### config.mk
export PLATFORM = sky130hd
export DESIGN_NAME = tpt_top
export DESIGN_NICKNAME = d
export VERILOG_FILES = /design/src/core/tpt_pkg.sv /design/src/core/tpt_sync.sv /design/src/core/tpt_top.sv
export SDC_FILE = /design/constraint.sdc
export NUM_CORES = 1
export LEC_CHECK = 0
export BUFFER_PORTS_ARGS = -buffer_cell sky130_fd_sc_hd__buf_2
export CORE_UTILIZATION = 54
export CTS_BUF_LIST = sky130_fd_sc_hd__clkbuf_8 sky130_fd_sc_hd__clkbuf_16
export DETAILED_ROUTE_END_ITERATION = 16
export PLACE_DENSITY = 0.79
export SYNTH_ARGS = -nofsm -noshare
export SYNTH_HDL_FRONTEND = slang
export SYNTH_SLANG_ARGS = --single-unit
### constraint.sdc
create_clock -name clk -period 6.54 [get_ports clk]
set_input_delay 0.654 -clock clk [delete_from_list [all_inputs] [get_ports clk]]
set_output_delay 0.654 -clock clk [all_outputs]
set_load 0.005 [all_outputs]
### src/core/tpt_pkg.sv
// Package for the triggered pulse timer: register map, field codes, timing constants.
// Assumes a 10 MHz system clock and an AXI4-Lite register bus with 32-bit data.
package tpt_pkg;
  // Register byte offsets
  localparam logic [7:0] TPT_CTRL_OFS = 8'h00;
  localparam logic [7:0] TPT_PULSE_OFS = 8'h04;
  localparam logic [7:0] TPT_WAIT_OFS = 8'h08;
  localparam logic [7:0] TPT_CMD_OFS = 8'h0c;
  localparam logic [7:0] TPT_STAT_OFS = 8'h10;
  // Control field positions
  localparam int TPT_ORIGIN_POS = 0;
  localparam int TPT_COND_POS = 4;
  localparam int TPT_DRIVE_POS = 8;
  localparam int TPT_FLIP_POS = 12;
  // Reset values
  localparam logic [31:0] TPT_PULSE_RST = 32'h0000_0001;
  localparam logic [31:0] TPT_WAIT_RST = 32'h0000_0000;
  // Value limits in microseconds
  localparam logic [31:0] TPT_TIME_MAX = 32'h0393_8700;
  // Clock and tick
  localparam int TPT_CLK_MHZ = 10;
  localparam int TPT_TICK_US = 1;
  localparam int TPT_TICK_CYC = TPT_CLK_MHZ * TPT_TICK_US;
  // Trigger origin codes
  localparam logic [1:0] TPT_ORG_OFF = 2'h0;
  localparam logic [1:0] TPT_ORG_EXPO = 2'h1;
  localparam logic [1:0] TPT_ORG_READ = 2'h2;
  localparam logic [1:0] TPT_ORG_PIN = 2'h3;
  // Trigger condition codes
  localparam logic [1:0] TPT_RISE_MODE = 2'h0;
  localparam logic [1:0] TPT_FALL_MODE = 2'h1;
  localparam logic [1:0] TPT_HI_LEVEL_MODE = 2'h2;
  localparam logic [1:0] TPT_LO_LEVEL_MODE = 2'h3;
  // Output pin drive codes
  localparam logic [2:0] TPT_DRV_OFF = 3'h0;
  localparam logic [2:0] TPT_DRV_EXPO = 3'h1;
  localparam logic [2:0] TPT_DRV_READ = 3'h2;
  localparam logic [2:0] TPT_DRV_USER = 3'h3;
  localparam logic [2:0] TPT_DRV_TIMER = 3'h4;
  // Timer states
  typedef enum logic [2:0] {
    TPT_IDLE = 3'b001,
    TPT_WAIT = 3'b010,
    TPT_ACT = 3'b100
  } tpt_state_t;
endpackage

### src/core/tpt_sync.sv
// Three-stage input synchroniser with agreement filter for external pins.
// Assumes the input is asynchronous to clk.
`timescale 1ns/1ps
`default_nettype none
module tpt_sync (
  input wire logic clk,
  input wire logic rst,
  input wire logic ce,
  input wire logic async_in,
  output logic sync_out
);
  logic s1_q;
  logic s2_q;
  logic s3_q;
  // Shift chain; output changes once stages two and three agree
  always_ff @(posedge clk or posedge rst)
  begin
    if (rst)
    begin
      s1_q <= 1'b0;
      s2_q <= 1'b0;
      s3_q <= 1'b0;
      sync_out <= 1'b0;
    end
    else if (ce)
    begin
      s1_q <= async_in;
      s2_q <= s1_q;
      s3_q <= s2_q;
      if (s2_q == s3_q)
        sync_out <= s3_q;
    end
  end
endmodule
`default_nettype wire

### src/core/tpt_top.sv
// Triggered pulse timer with output pin selection and AXI4-Lite registers.
// Assumes exposure and readout windows are on clk; the input pin is asynchronous.
//
// Added by the designer: the address map and the AXI4-Lite interface to the registers.
`timescale 1ns/1ps
`default_nettype none
module tpt_top #(
  parameter int TICK_CYC = tpt_pkg::TPT_TICK_CYC
) (
  input wire logic clk,
  input wire logic rst,
  input wire logic ce,
  input wire logic exposure_window,
  input wire logic readout_window,
  input wire logic external_input_pin,
  output logic pin_out,
  output logic pulse_timer_output,
  input wire logic [7:0] s_axi_awaddr,
  input wire logic s_axi_awvalid,
  output logic s_axi_awready,
  input wire logic [31:0] s_axi_wdata,
  input wire logic [3:0] s_axi_wstrb,
  input wire logic s_axi_wvalid,
  output logic s_axi_wready,
  output logic [1:0] s_axi_bresp,
  output logic s_axi_bvalid,
  input wire logic s_axi_bready,
  input wire logic [7:0] s_axi_araddr,
  input wire logic s_axi_arvalid,
  output logic s_axi_arready,
  output logic [31:0] s_axi_rdata,
  output logic [1:0] s_axi_rresp,
  output logic s_axi_rvalid,
  input wire logic s_axi_rready
);
  logic [1:0] trig_origin_sel_q;
  logic [1:0] trig_condition_sel_q;
  logic [2:0] pin_drive_sel_q;
  logic pin_polarity_flip_q;
  logic user_level_q;
  logic [31:0] pulse_length_q;
  logic [31:0] start_wait_q;
  logic restart_cmd_q;
  logic [31:0] count_q;
  logic [7:0] tick_cnt_q;
  logic tick_q;
  logic src_q;
  tpt_pkg::tpt_state_t state_q;
  logic aw_hold_q;
  logic w_hold_q;
  logic [7:0] aw_addr_q;
  logic [31:0] w_data_q;
  logic [3:0] w_strb_q;
  logic pin_sync;

  // Input pin crosses into the clock domain
  tpt_sync u_pin_sync (
    .clk(clk),
    .rst(rst),
    .ce(ce),
    .async_in(external_input_pin),
    .sync_out(pin_sync)
  );

  // Source selection and trigger qualification
  wire src_now = (trig_origin_sel_q == tpt_pkg::TPT_ORG_EXPO) ? exposure_window :
                 (trig_origin_sel_q == tpt_pkg::TPT_ORG_READ) ? readout_window :
                 (trig_origin_sel_q == tpt_pkg::TPT_ORG_PIN) ? pin_sync : 1'b0;
  wire origin_on = (trig_origin_sel_q != tpt_pkg::TPT_ORG_OFF);
  wire level_mode = trig_condition_sel_q[1];
  wire rise_hit = src_now & ~src_q;
  wire fall_hit = ~src_now & src_q;
  wire src_active = (trig_condition_sel_q == tpt_pkg::TPT_LO_LEVEL_MODE) ? ~src_now : src_now;
  wire trig_hit = origin_on & ((trig_condition_sel_q == tpt_pkg::TPT_RISE_MODE) ? rise_hit :
                  (trig_condition_sel_q == tpt_pkg::TPT_FALL_MODE) ? fall_hit : src_active);
  wire [31:0] count_dec = count_q - 32'h0000_0001;
  wire count_done = (count_q == 32'h0000_0000);

  // Register bus decode
  // A channel counts only once its own handshake has happened
  wire aw_ok = aw_hold_q | (s_axi_awvalid & s_axi_awready);
  wire w_ok = w_hold_q | (s_axi_wvalid & s_axi_wready);
  wire [7:0] wr_addr = aw_hold_q ? aw_addr_q : s_axi_awaddr;
  wire [31:0] wr_data = w_hold_q ? w_data_q : s_axi_wdata;
  wire [3:0] wr_strb = w_hold_q ? w_strb_q : s_axi_wstrb;
  wire wr_go = aw_ok & w_ok & ~s_axi_bvalid;
  wire wr_ctrl = wr_go & (wr_addr == tpt_pkg::TPT_CTRL_OFS);
  wire wr_pulse = wr_go & (wr_addr == tpt_pkg::TPT_PULSE_OFS);
  wire wr_wait = wr_go & (wr_addr == tpt_pkg::TPT_WAIT_OFS);
  wire wr_cmd = wr_go & (wr_addr == tpt_pkg::TPT_CMD_OFS) & wr_strb[0] & wr_data[0];
  wire wr_map = (wr_addr == tpt_pkg::TPT_CTRL_OFS) | (wr_addr == tpt_pkg::TPT_PULSE_OFS) |
                (wr_addr == tpt_pkg::TPT_WAIT_OFS) | (wr_addr == tpt_pkg::TPT_CMD_OFS) |
                (wr_addr == tpt_pkg::TPT_STAT_OFS);
  wire [31:0] ctrl_word = {19'h0, pin_polarity_flip_q, user_level_q, pin_drive_sel_q, 2'h0,
                           trig_condition_sel_q, 2'h0, trig_origin_sel_q};
  wire [31:0] stat_word = {27'h0, pulse_timer_output, pin_sync, state_q};
  wire [31:0] pulse_merge = {wr_strb[3] ? wr_data[31:24] : pulse_length_q[31:24],
                             wr_strb[2] ? wr_data[23:16] : pulse_length_q[23:16],
                             wr_strb[1] ? wr_data[15:8] : pulse_length_q[15:8],
                             wr_strb[0] ? wr_data[7:0] : pulse_length_q[7:0]};
  wire [31:0] wait_merge = {wr_strb[3] ? wr_data[31:24] : start_wait_q[31:24],
                            wr_strb[2] ? wr_data[23:16] : start_wait_q[23:16],
                            wr_strb[1] ? wr_data[15:8] : start_wait_q[15:8],
                            wr_strb[0] ? wr_data[7:0] : start_wait_q[7:0]};
  // Values are clamped into the allowed range
  wire [31:0] pulse_new = (pulse_merge == 32'h0) ? 32'h0000_0001 :
                          (pulse_merge > tpt_pkg::TPT_TIME_MAX) ? tpt_pkg::TPT_TIME_MAX : pulse_merge;
  wire [31:0] wait_new = (wait_merge > tpt_pkg::TPT_TIME_MAX) ? tpt_pkg::TPT_TIME_MAX : wait_merge;
  wire [31:0] rd_word = (s_axi_araddr == tpt_pkg::TPT_CTRL_OFS) ? ctrl_word :
                        (s_axi_araddr == tpt_pkg::TPT_PULSE_OFS) ? pulse_length_q :
                        (s_axi_araddr == tpt_pkg::TPT_WAIT_OFS) ? start_wait_q :
                        (s_axi_araddr == tpt_pkg::TPT_STAT_OFS) ? stat_word : 32'h0;
  wire rd_map = (s_axi_araddr == tpt_pkg::TPT_CTRL_OFS) | (s_axi_araddr == tpt_pkg::TPT_PULSE_OFS) |
                (s_axi_araddr == tpt_pkg::TPT_WAIT_OFS) | (s_axi_araddr == tpt_pkg::TPT_CMD_OFS) |
                (s_axi_araddr == tpt_pkg::TPT_STAT_OFS);
  wire rd_go = s_axi_arvalid & ~s_axi_rvalid;

  // Pin source selection and polarity
  wire pin_src = (pin_drive_sel_q == tpt_pkg::TPT_DRV_EXPO) ? exposure_window :
                 (pin_drive_sel_q == tpt_pkg::TPT_DRV_READ) ? readout_window :
                 (pin_drive_sel_q == tpt_pkg::TPT_DRV_USER) ? user_level_q :
                 (pin_drive_sel_q == tpt_pkg::TPT_DRV_TIMER) ? pulse_timer_output : 1'b0;
  wire pin_next = pin_src ^ pin_polarity_flip_q;

  // Write address and data holding
  always_ff @(posedge clk or posedge rst)
  begin
    if (rst)
    begin
      aw_hold_q <= 1'b0;
      w_hold_q <= 1'b0;
      aw_addr_q <= 8'h00;
      w_data_q <= 32'h0;
      w_strb_q <= 4'h0;
    end
    else if (ce)
    begin
      if (s_axi_awready & s_axi_awvalid)
      begin
        aw_hold_q <= ~wr_go;
        aw_addr_q <= s_axi_awaddr;
      end
      else if (wr_go)
        aw_hold_q <= 1'b0;
      if (s_axi_wready & s_axi_wvalid)
      begin
        w_hold_q <= ~wr_go;
        w_data_q <= s_axi_wdata;
        w_strb_q <= s_axi_wstrb;
      end
      else if (wr_go)
        w_hold_q <= 1'b0;
    end
  end

  // Bus handshake outputs
  always_ff @(posedge clk or posedge rst)
  begin
    if (rst)
    begin
      s_axi_awready <= 1'b0;
      s_axi_wready <= 1'b0;
      s_axi_bvalid <= 1'b0;
      s_axi_bresp <= 2'h0;
      s_axi_arready <= 1'b0;
      s_axi_rvalid <= 1'b0;
      s_axi_rresp <= 2'h0;
      s_axi_rdata <= 32'h0;
    end
    else if (ce)
    begin
      s_axi_awready <= ~aw_hold_q & ~(s_axi_awready & s_axi_awvalid) & ~s_axi_bvalid & ~wr_go;
      s_axi_wready <= ~w_hold_q & ~(s_axi_wready & s_axi_wvalid) & ~s_axi_bvalid & ~wr_go;
      if (wr_go)
      begin
        s_axi_bvalid <= 1'b1;
        s_axi_bresp <= wr_map ? 2'h0 : 2'h2;
      end
      else if (s_axi_bready)
        s_axi_bvalid <= 1'b0;
      s_axi_arready <= rd_go & ~s_axi_arready;
      if (rd_go & s_axi_arready)
      begin
        s_axi_rvalid <= 1'b1;
        s_axi_rdata <= rd_word;
        s_axi_rresp <= rd_map ? 2'h0 : 2'h2;
      end
      else if (s_axi_rready)
        s_axi_rvalid <= 1'b0;
    end
  end

  // Configuration registers
  always_ff @(posedge clk or posedge rst)
  begin
    if (rst)
    begin
      trig_origin_sel_q <= tpt_pkg::TPT_ORG_OFF;
      trig_condition_sel_q <= tpt_pkg::TPT_RISE_MODE;
      pin_drive_sel_q <= tpt_pkg::TPT_DRV_OFF;
      pin_polarity_flip_q <= 1'b0;
      user_level_q <= 1'b0;
      pulse_length_q <= tpt_pkg::TPT_PULSE_RST;
      start_wait_q <= tpt_pkg::TPT_WAIT_RST;
      restart_cmd_q <= 1'b0;
    end
    else if (ce)
    begin
      restart_cmd_q <= wr_cmd;
      if (wr_ctrl & wr_strb[0])
      begin
        trig_origin_sel_q <= wr_data[tpt_pkg::TPT_ORIGIN_POS +: 2];
        trig_condition_sel_q <= wr_data[tpt_pkg::TPT_COND_POS +: 2];
      end
      if (wr_ctrl & wr_strb[1])
      begin
        pin_drive_sel_q <= wr_data[tpt_pkg::TPT_DRIVE_POS +: 3];
        user_level_q <= wr_data[tpt_pkg::TPT_DRIVE_POS + 3];
        pin_polarity_flip_q <= wr_data[tpt_pkg::TPT_FLIP_POS];
      end
      if (wr_pulse)
        pulse_length_q <= pulse_new;
      if (wr_wait)
        start_wait_q <= wait_new;
    end
  end

  // Microsecond tick, restarted at each trigger and as the output rises, so the wait and the edge-mode pulse are whole microseconds
  always_ff @(posedge clk or posedge rst)
  begin
    if (rst)
    begin
      tick_cnt_q <= 8'h00;
      tick_q <= 1'b0;
    end
    else if (ce)
    begin
      tick_q <= (tick_cnt_q == 8'(TICK_CYC - 2));
      if (state_q == tpt_pkg::TPT_IDLE || tick_cnt_q == 8'(TICK_CYC - 1)
          || (state_q == tpt_pkg::TPT_WAIT && count_done))
        tick_cnt_q <= 8'h00;
      else
        tick_cnt_q <= tick_cnt_q + 8'h01;
    end
  end

  // Timer sequence: idle, start wait, active output
  always_ff @(posedge clk or posedge rst)
  begin
    if (rst)
    begin
      state_q <= tpt_pkg::TPT_IDLE;
      count_q <= 32'h0;
      src_q <= 1'b0;
      pulse_timer_output <= 1'b0;
    end
    else if (ce)
    begin
      src_q <= src_now;
      if (restart_cmd_q || !origin_on)
      begin
        state_q <= tpt_pkg::TPT_IDLE;
        pulse_timer_output <= 1'b0;
      end
      else
      begin
        case (state_q)
          tpt_pkg::TPT_IDLE:
          begin
            if (trig_hit)
            begin
              state_q <= tpt_pkg::TPT_WAIT;
              count_q <= start_wait_q;
            end
          end
          tpt_pkg::TPT_WAIT:
          begin
            if (level_mode && !src_active)
              state_q <= tpt_pkg::TPT_IDLE;
            else if (count_done)
            begin
              state_q <= tpt_pkg::TPT_ACT;
              count_q <= pulse_length_q;
              pulse_timer_output <= 1'b1;
            end
            else if (tick_q)
              count_q <= count_dec;
          end
          tpt_pkg::TPT_ACT:
          begin
            if (level_mode ? !src_active : (count_q == 32'h0000_0001 && tick_q))
            begin
              state_q <= tpt_pkg::TPT_IDLE;
              pulse_timer_output <= 1'b0;
            end
            else if (tick_q && !level_mode)
              count_q <= count_dec;
          end
          default:
          begin
            state_q <= tpt_pkg::TPT_IDLE;
            pulse_timer_output <= 1'b0;
          end
        endcase
      end
    end
  end

  // Output pin register
  always_ff @(posedge clk or posedge rst)
  begin
    if (rst)
      pin_out <= 1'b0;
    else if (ce)
      pin_out <= pin_next;
  end

  chk_off_idle: assert property (@(posedge clk) disable iff (rst)
    ce && !origin_on |=> !pulse_timer_output) else $error("Timer active with origin off");
  chk_restart_abort: assert property (@(posedge clk) disable iff (rst)
    ce && restart_cmd_q |=> state_q == tpt_pkg::TPT_IDLE && !pulse_timer_output)
    else $error("Restart did not idle timer");
  chk_pin_timer: assert property (@(posedge clk) disable iff (rst)
    ce && pin_drive_sel_q == tpt_pkg::TPT_DRV_TIMER |=> pin_out == ($past(pulse_timer_output) ^ $past(pin_polarity_flip_q)))
    else $error("Pin does not follow timer");
  chk_pin_off: assert property (@(posedge clk) disable iff (rst)
    ce && pin_drive_sel_q == tpt_pkg::TPT_DRV_OFF |=> pin_out == $past(pin_polarity_flip_q))
    else $error("Pin off level wrong");
  chk_rise_start: assert property (@(posedge clk) disable iff (rst)
    ce && state_q == tpt_pkg::TPT_IDLE && origin_on && !restart_cmd_q
    && trig_condition_sel_q == tpt_pkg::TPT_RISE_MODE && rise_hit |=> state_q == tpt_pkg::TPT_WAIT)
    else $error("Rising edge missed");
  chk_fall_start: assert property (@(posedge clk) disable iff (rst)
    ce && state_q == tpt_pkg::TPT_IDLE && origin_on && !restart_cmd_q
    && trig_condition_sel_q == tpt_pkg::TPT_FALL_MODE && fall_hit |=> state_q == tpt_pkg::TPT_WAIT)
    else $error("Falling edge missed");
  chk_level_drop: assert property (@(posedge clk) disable iff (rst)
    ce && state_q == tpt_pkg::TPT_ACT && level_mode && !src_active |=> !pulse_timer_output)
    else $error("Level output outlived source");
  chk_wait_order: assert property (@(posedge clk) disable iff (rst)
    $rose(pulse_timer_output) |-> $past(state_q) == tpt_pkg::TPT_WAIT && $past(count_done))
    else $error("Output rose without finished wait");
  chk_tick_rate: assert property (@(posedge clk) disable iff (rst)
    ce && tick_q |=> !tick_q) else $error("Tick longer than one cycle");
endmodule
`default_nettype wire

==> parameters.txt <==
Parameter                              Value

Status
  Run status ... finished clean

Finish
  Layout Nets ... 1,269
  Area growth from synthesis to layout ... 12.67%
  Area used by sequential logic in the layout ... 5259 um^2
  Fraction of layout cells with a size suffix above 1 ... 19.41%
  Antenna cell count ... 0
  Area of the multi-input gates ... 5552 um^2
  Number of fill cells ... 1,664

Yosys
  Number of enable flip-flop cells after synthesis ... 0
  Cell area after synthesis ... 11,250 um^2
  Post-synthesis area per instance ... 9.914 um^2
  Post-synthesis async set-or-reset flop share ... 100.0%
  Dominant register cell in the synthesized netlist ... sky130_fd_sc_hd__dfrtp_1
  Number of unique standard cell types used by synthesis ... 80
  Sequential element share of the synthesized area ... 46.73%
  Flip-flop and latch count after synthesis ... 210
  Cell count after synthesis ... 1,135
  Ys Warns ... 0

GRT
  First-pass GRT wire length ... 50.10 mm
  Vias in the first global route ... 9,286
  Initial antenna violation count ... 0
  Overall track demand over capacity in global routing ... 29.05%
  Largest net degree at the start of global routing ... 154
  Global route overflow ... 0

STA
  Transition at the pin with the smallest max-transition slack ... 1.213 ns
  Final period utilization ... 68.27%
  Unrepaired setup endpoints after global routing ... false
  Setup skew after layout ... 0.01027 ns
  Final critical path time including I/O delays and setup ... 4.465 ns
  Sum of negative setup slack ... 0 ns
  Relative slew margins ... 18.71%
  Slew Limit Fails ... 0
  Achievable Freq ... 0.2240 GHz
  Setup-violating endpoint count in the final report ... 0
  Hold violation total from the final report ... 0

Clocking
  CTS H-Tree Depth ... 1
  Root Driver ... sky130_fd_sc_hd__clkbuf_16
  Sink Count ... 210
  Hold Buf Count CTS ... 0
  Number of cells upsized or downsized after cts ... 0
  Source-to-sink clock delay at the later pin of the worst-skew pair ... 0.51 ns
  Post-CTS Setup Repair Bufs ... 0
  CTS tree ... yes
  Inserted Clock Buffers ... 23
  Maximum buffer depth of the clock tree ... 3
  Clock-pin slew reported for the worst setup and hold paths after clock tree synthesis ... 0.06 ns

Worst setup path
  Required time at the endpoint of the critical path ... 6.87 ns
  Startpoint of the worst-slack reg-to-reg timing path ... w_hold_q
  Start point of the critical path ... w_hold_q
  Crit path kind ... flop to flop
  Reg2reg path depth ... 8
  Category of the worst setup path capture point ... flop
  Data arrival, critical path ... 4.79 ns
  Setup crit start kind ... flop
  Critical path buffers and inverters ... 1
  Critical path depth ... 8
  Cells along the critical path ... buf_4 -> nand2b_1 -> o221ai_2 -> or4_1 -> nor4_1 -> a211oi_2 -> nor3_2 -> a32oi_1
  CP top delay family ... simple AND/OR/NAND/NOR gates
  Cell with the biggest individual delay on the critical path ... sky130_fd_sc_hd__nor3_2
  Maximum fanout along the worst path ... 44
  Slowest Stage Delay on Critical Path ... 1.00 ns

Floorplan
  Width of the chip ... 146.4 um
  Die area ... 21,420 um^2
  Die span in y ... 146.4 um
  Number of placement rows ... 52
  Total I/O pin count ... 106
  Initial Utilization ... 55.43%
  Total core area ... 20,300 um^2

Routing
  Vias ... 9,822
  Routed Wire Length ... 30.65 mm
  DRC viols ... 0
  Wire length per cell after detailed routing ... 20.63 um
  Ratio of routed vias to standard cells ... 6.610
  Number of DRC markers in iteration 0 ... 1,000
  Antenna Violating Nets Remaining ... 0
  Number of optimization iterations in the first detailed-route pass ... 8

Placement
  Port Buf Inserts ... 103
  Gp weighted congestion ... 0.9273
  HPWL reported at the end of detailed placement ... 21.13 mm

Power
  Highest ir drop seen on vdd ... 0.2889 mV
  Pleak ... 5.436 nW
  Power density over the cells ... 347.4 nW/um^2
  Total power after layout ... 4.404 mW

Worst hold path
  Worst min-delay path class ... primary input to flop
  Min-Delay Startpoint ... external_input_pin
  Cells on Worst Hold Path ... 2

Job
  Max Cap Violations ... 0
[flip-flops by register name, indices dropped and copies added, names as in the netlist, 2 cells and up]
signal	flops
tick_cnt_q	8
w_data_q	32
state_q	3
pulse_length_q	32
w_strb_q	4
trig_origin_sel_q	2
aw_addr_q	8
count_q	32
pin_drive_sel_q	3
s_axi_rdata	32
trig_condition_sel_q	2
start_wait_q	32
[final timing paths]
kind                                   endpoint  slack (ns)
worst max-delay path            start_wait_q[8]        2.08
worst min-delay path            u_pin_sync.s1_q        0.38
worst min register to register   s_axi_rdata[8]        0.47
worst max register to register  start_wait_q[8]        2.08
max in group asynchronous           count_q[17]        4.79
min in group asynchronous       u_pin_sync.s1_q        0.40
[final cells by class]
type	count	area share, %
Clock inverter	12	1.224
Sequential cell	210	41.48
Timing Repair Buffer	115	4.777
Multi-Input combinational cell	820	43.79
Tap cell	270	2.665
Inverter	31	0.9771
Clock buffer	28	5.083
[cell usage after synthesis (all sizes together), types with 6 or more instances]
| library cell | number | share of area [%] |
|---|---|---|
| or4 | 7 | 0.50 |
| o22ai | 12 | 0.67 |
| nor2 | 83 | 2.8 |
| mux2 | 53 | 5.4 |
| nand3b | 12 | 0.80 |
| a22o | 30 | 2.3 |
| nor4 | 23 | 1.5 |
| a211oi | 25 | 1.8 |
| and2 | 20 | 1.1 |
| nor3 | 42 | 1.9 |
| a222oi | 26 | 2.3 |
| nand2b | 9 | 0.50 |
| nand3 | 20 | 0.89 |
| inv | 30 | 1.0 |
| mux2i | 36 | 3.2 |
| o21ai | 91 | 4.0 |
| nor2b | 7 | 0.39 |
| a31oi | 11 | 0.61 |
| or2 | 7 | 0.39 |
| o211ai | 12 | 0.80 |
| buf | 26 | 1.5 |
| o221ai | 20 | 1.6 |
| clkbuf | 49 | 1.6 |
| a221oi | 7 | 0.54 |
| a21o | 6 | 0.40 |
| a22oi | 25 | 1.7 |
| or3 | 12 | 0.71 |
| a32o | 6 | 0.53 |
| dfrtp | 208 | 46 |
| a21oi | 33 | 1.5 |
| o31ai | 38 | 2.6 |
| nand2 | 85 | 2.8 |
[per-layer routing]
metal  vias to the layer above  track usage (%)  part of all wire, %
met3                        52            4.906                  7.9
met1                      4871            43.85                   46
met5                         -                0                    0
li1                       4479                -                    -
met2                       420            43.33                   44
met4                         0            7.552                  2.1
[per-stage QoR]
stage	util [%]	hold slack, ns	area [um^2]	instances	setup slack (ns)
floorplan	-	0.4584	11260	1136	0.1518
global placement	58.51	0.4556	11880	1446	2.258
detailed placement	58.51	0.4603	11880	1446	2.099
CTS	62.45	0.3733	12680	1486	2.088
global route	62.45	0.3864	12680	1486	1.699
finish	62.45	0.3825	12680	1486	2.075
[where the power goes]
group / switching, mW / leakage, nW / internal [mW]
Combinational: 0.668 / 2.29 / 0.515
Clock: 0.521 / 0.412 / 0.850
Sequential: 0.310 / 2.73 / 1.54
[placed cells by master (no fill, tap or decap), types with 7 or more instances in the layout]
| cell | netlist | layout |
|---|---|---|
| sky130_fd_sc_hd__mux2i_1 | 35 | 35 |
| sky130_fd_sc_hd__o211ai_1 | 12 | 12 |
| sky130_fd_sc_hd__buf_2 | 15 | 103 |
| sky130_fd_sc_hd__a221oi_1 | 7 | 7 |
| sky130_fd_sc_hd__nand2_1 | 85 | 84 |
| sky130_fd_sc_hd__a222oi_1 | 26 | 26 |
| sky130_fd_sc_hd__clkbuf_16 | 0 | 23 |
| sky130_fd_sc_hd__nor4_1 | 21 | 21 |
| sky130_fd_sc_hd__o31ai_1 | 36 | 36 |
| sky130_fd_sc_hd__a21oi_1 | 33 | 33 |
| sky130_fd_sc_hd__a22o_1 | 30 | 30 |
| sky130_fd_sc_hd__mux2_2 | 51 | 51 |
| sky130_fd_sc_hd__or3_1 | 11 | 11 |
| sky130_fd_sc_hd__o21ai_1 | 22 | 22 |
| sky130_fd_sc_hd__a22oi_1 | 25 | 25 |
| sky130_fd_sc_hd__nand3_1 | 20 | 19 |
| sky130_fd_sc_hd__nor2_1 | 83 | 83 |
| sky130_fd_sc_hd__nor3_1 | 41 | 41 |
| sky130_fd_sc_hd__a211oi_1 | 23 | 23 |
| sky130_fd_sc_hd__buf_4 | 6 | 12 |
| sky130_fd_sc_hd__o21ai_0 | 69 | 69 |
| sky130_fd_sc_hd__a31oi_1 | 11 | 11 |
| sky130_fd_sc_hd__and2_1 | 20 | 20 |
| sky130_fd_sc_hd__nand3b_1 | 12 | 12 |
| sky130_fd_sc_hd__dfrtp_1 | 208 | 207 |
| sky130_fd_sc_hd__inv_1 | 30 | 35 |
| sky130_fd_sc_hd__o22ai_1 | 12 | 12 |
| sky130_fd_sc_hd__nand2b_1 | 9 | 9 |
| sky130_fd_sc_hd__o221ai_1 | 19 | 19 |
[worst reg2reg max path: stages, from the launching register on]
cell and delay, ns:
sky130_fd_sc_hd__dfrtp_2 0.91, sky130_fd_sc_hd__buf_4 0.38, sky130_fd_sc_hd__nand2b_1 0.45, sky130_fd_sc_hd__o221ai_2 0.18, sky130_fd_sc_hd__or4_1 0.57, sky130_fd_sc_hd__nor4_1 0.37, sky130_fd_sc_hd__a211oi_2 0.15, sky130_fd_sc_hd__nor3_2 1.01
sky130_fd_sc_hd__a32oi_1 0.27
[logic make-up (layout without fill, tap and decap cells)]
kind of cell | count (synthesis) | in the layout | share of synthesized area, %
buffers and inverters | 106 | 186 | 4.170
multiplexers | 89 | 89 | 8.607
other | 1 | 2 | 0.03333
XOR/XNOR | 7 | 7 | 0.5449
AND/OR/NAND/NOR | 349 | 349 | 15.90
flip-flops | 210 | 210 | 46.73
AO/OA/AOI/OAI | 368 | 368 | 23.46
adder cells (fa/ha/maj) | 5 | 5 | 0.5560
Power figures use the tool's default switching activity.
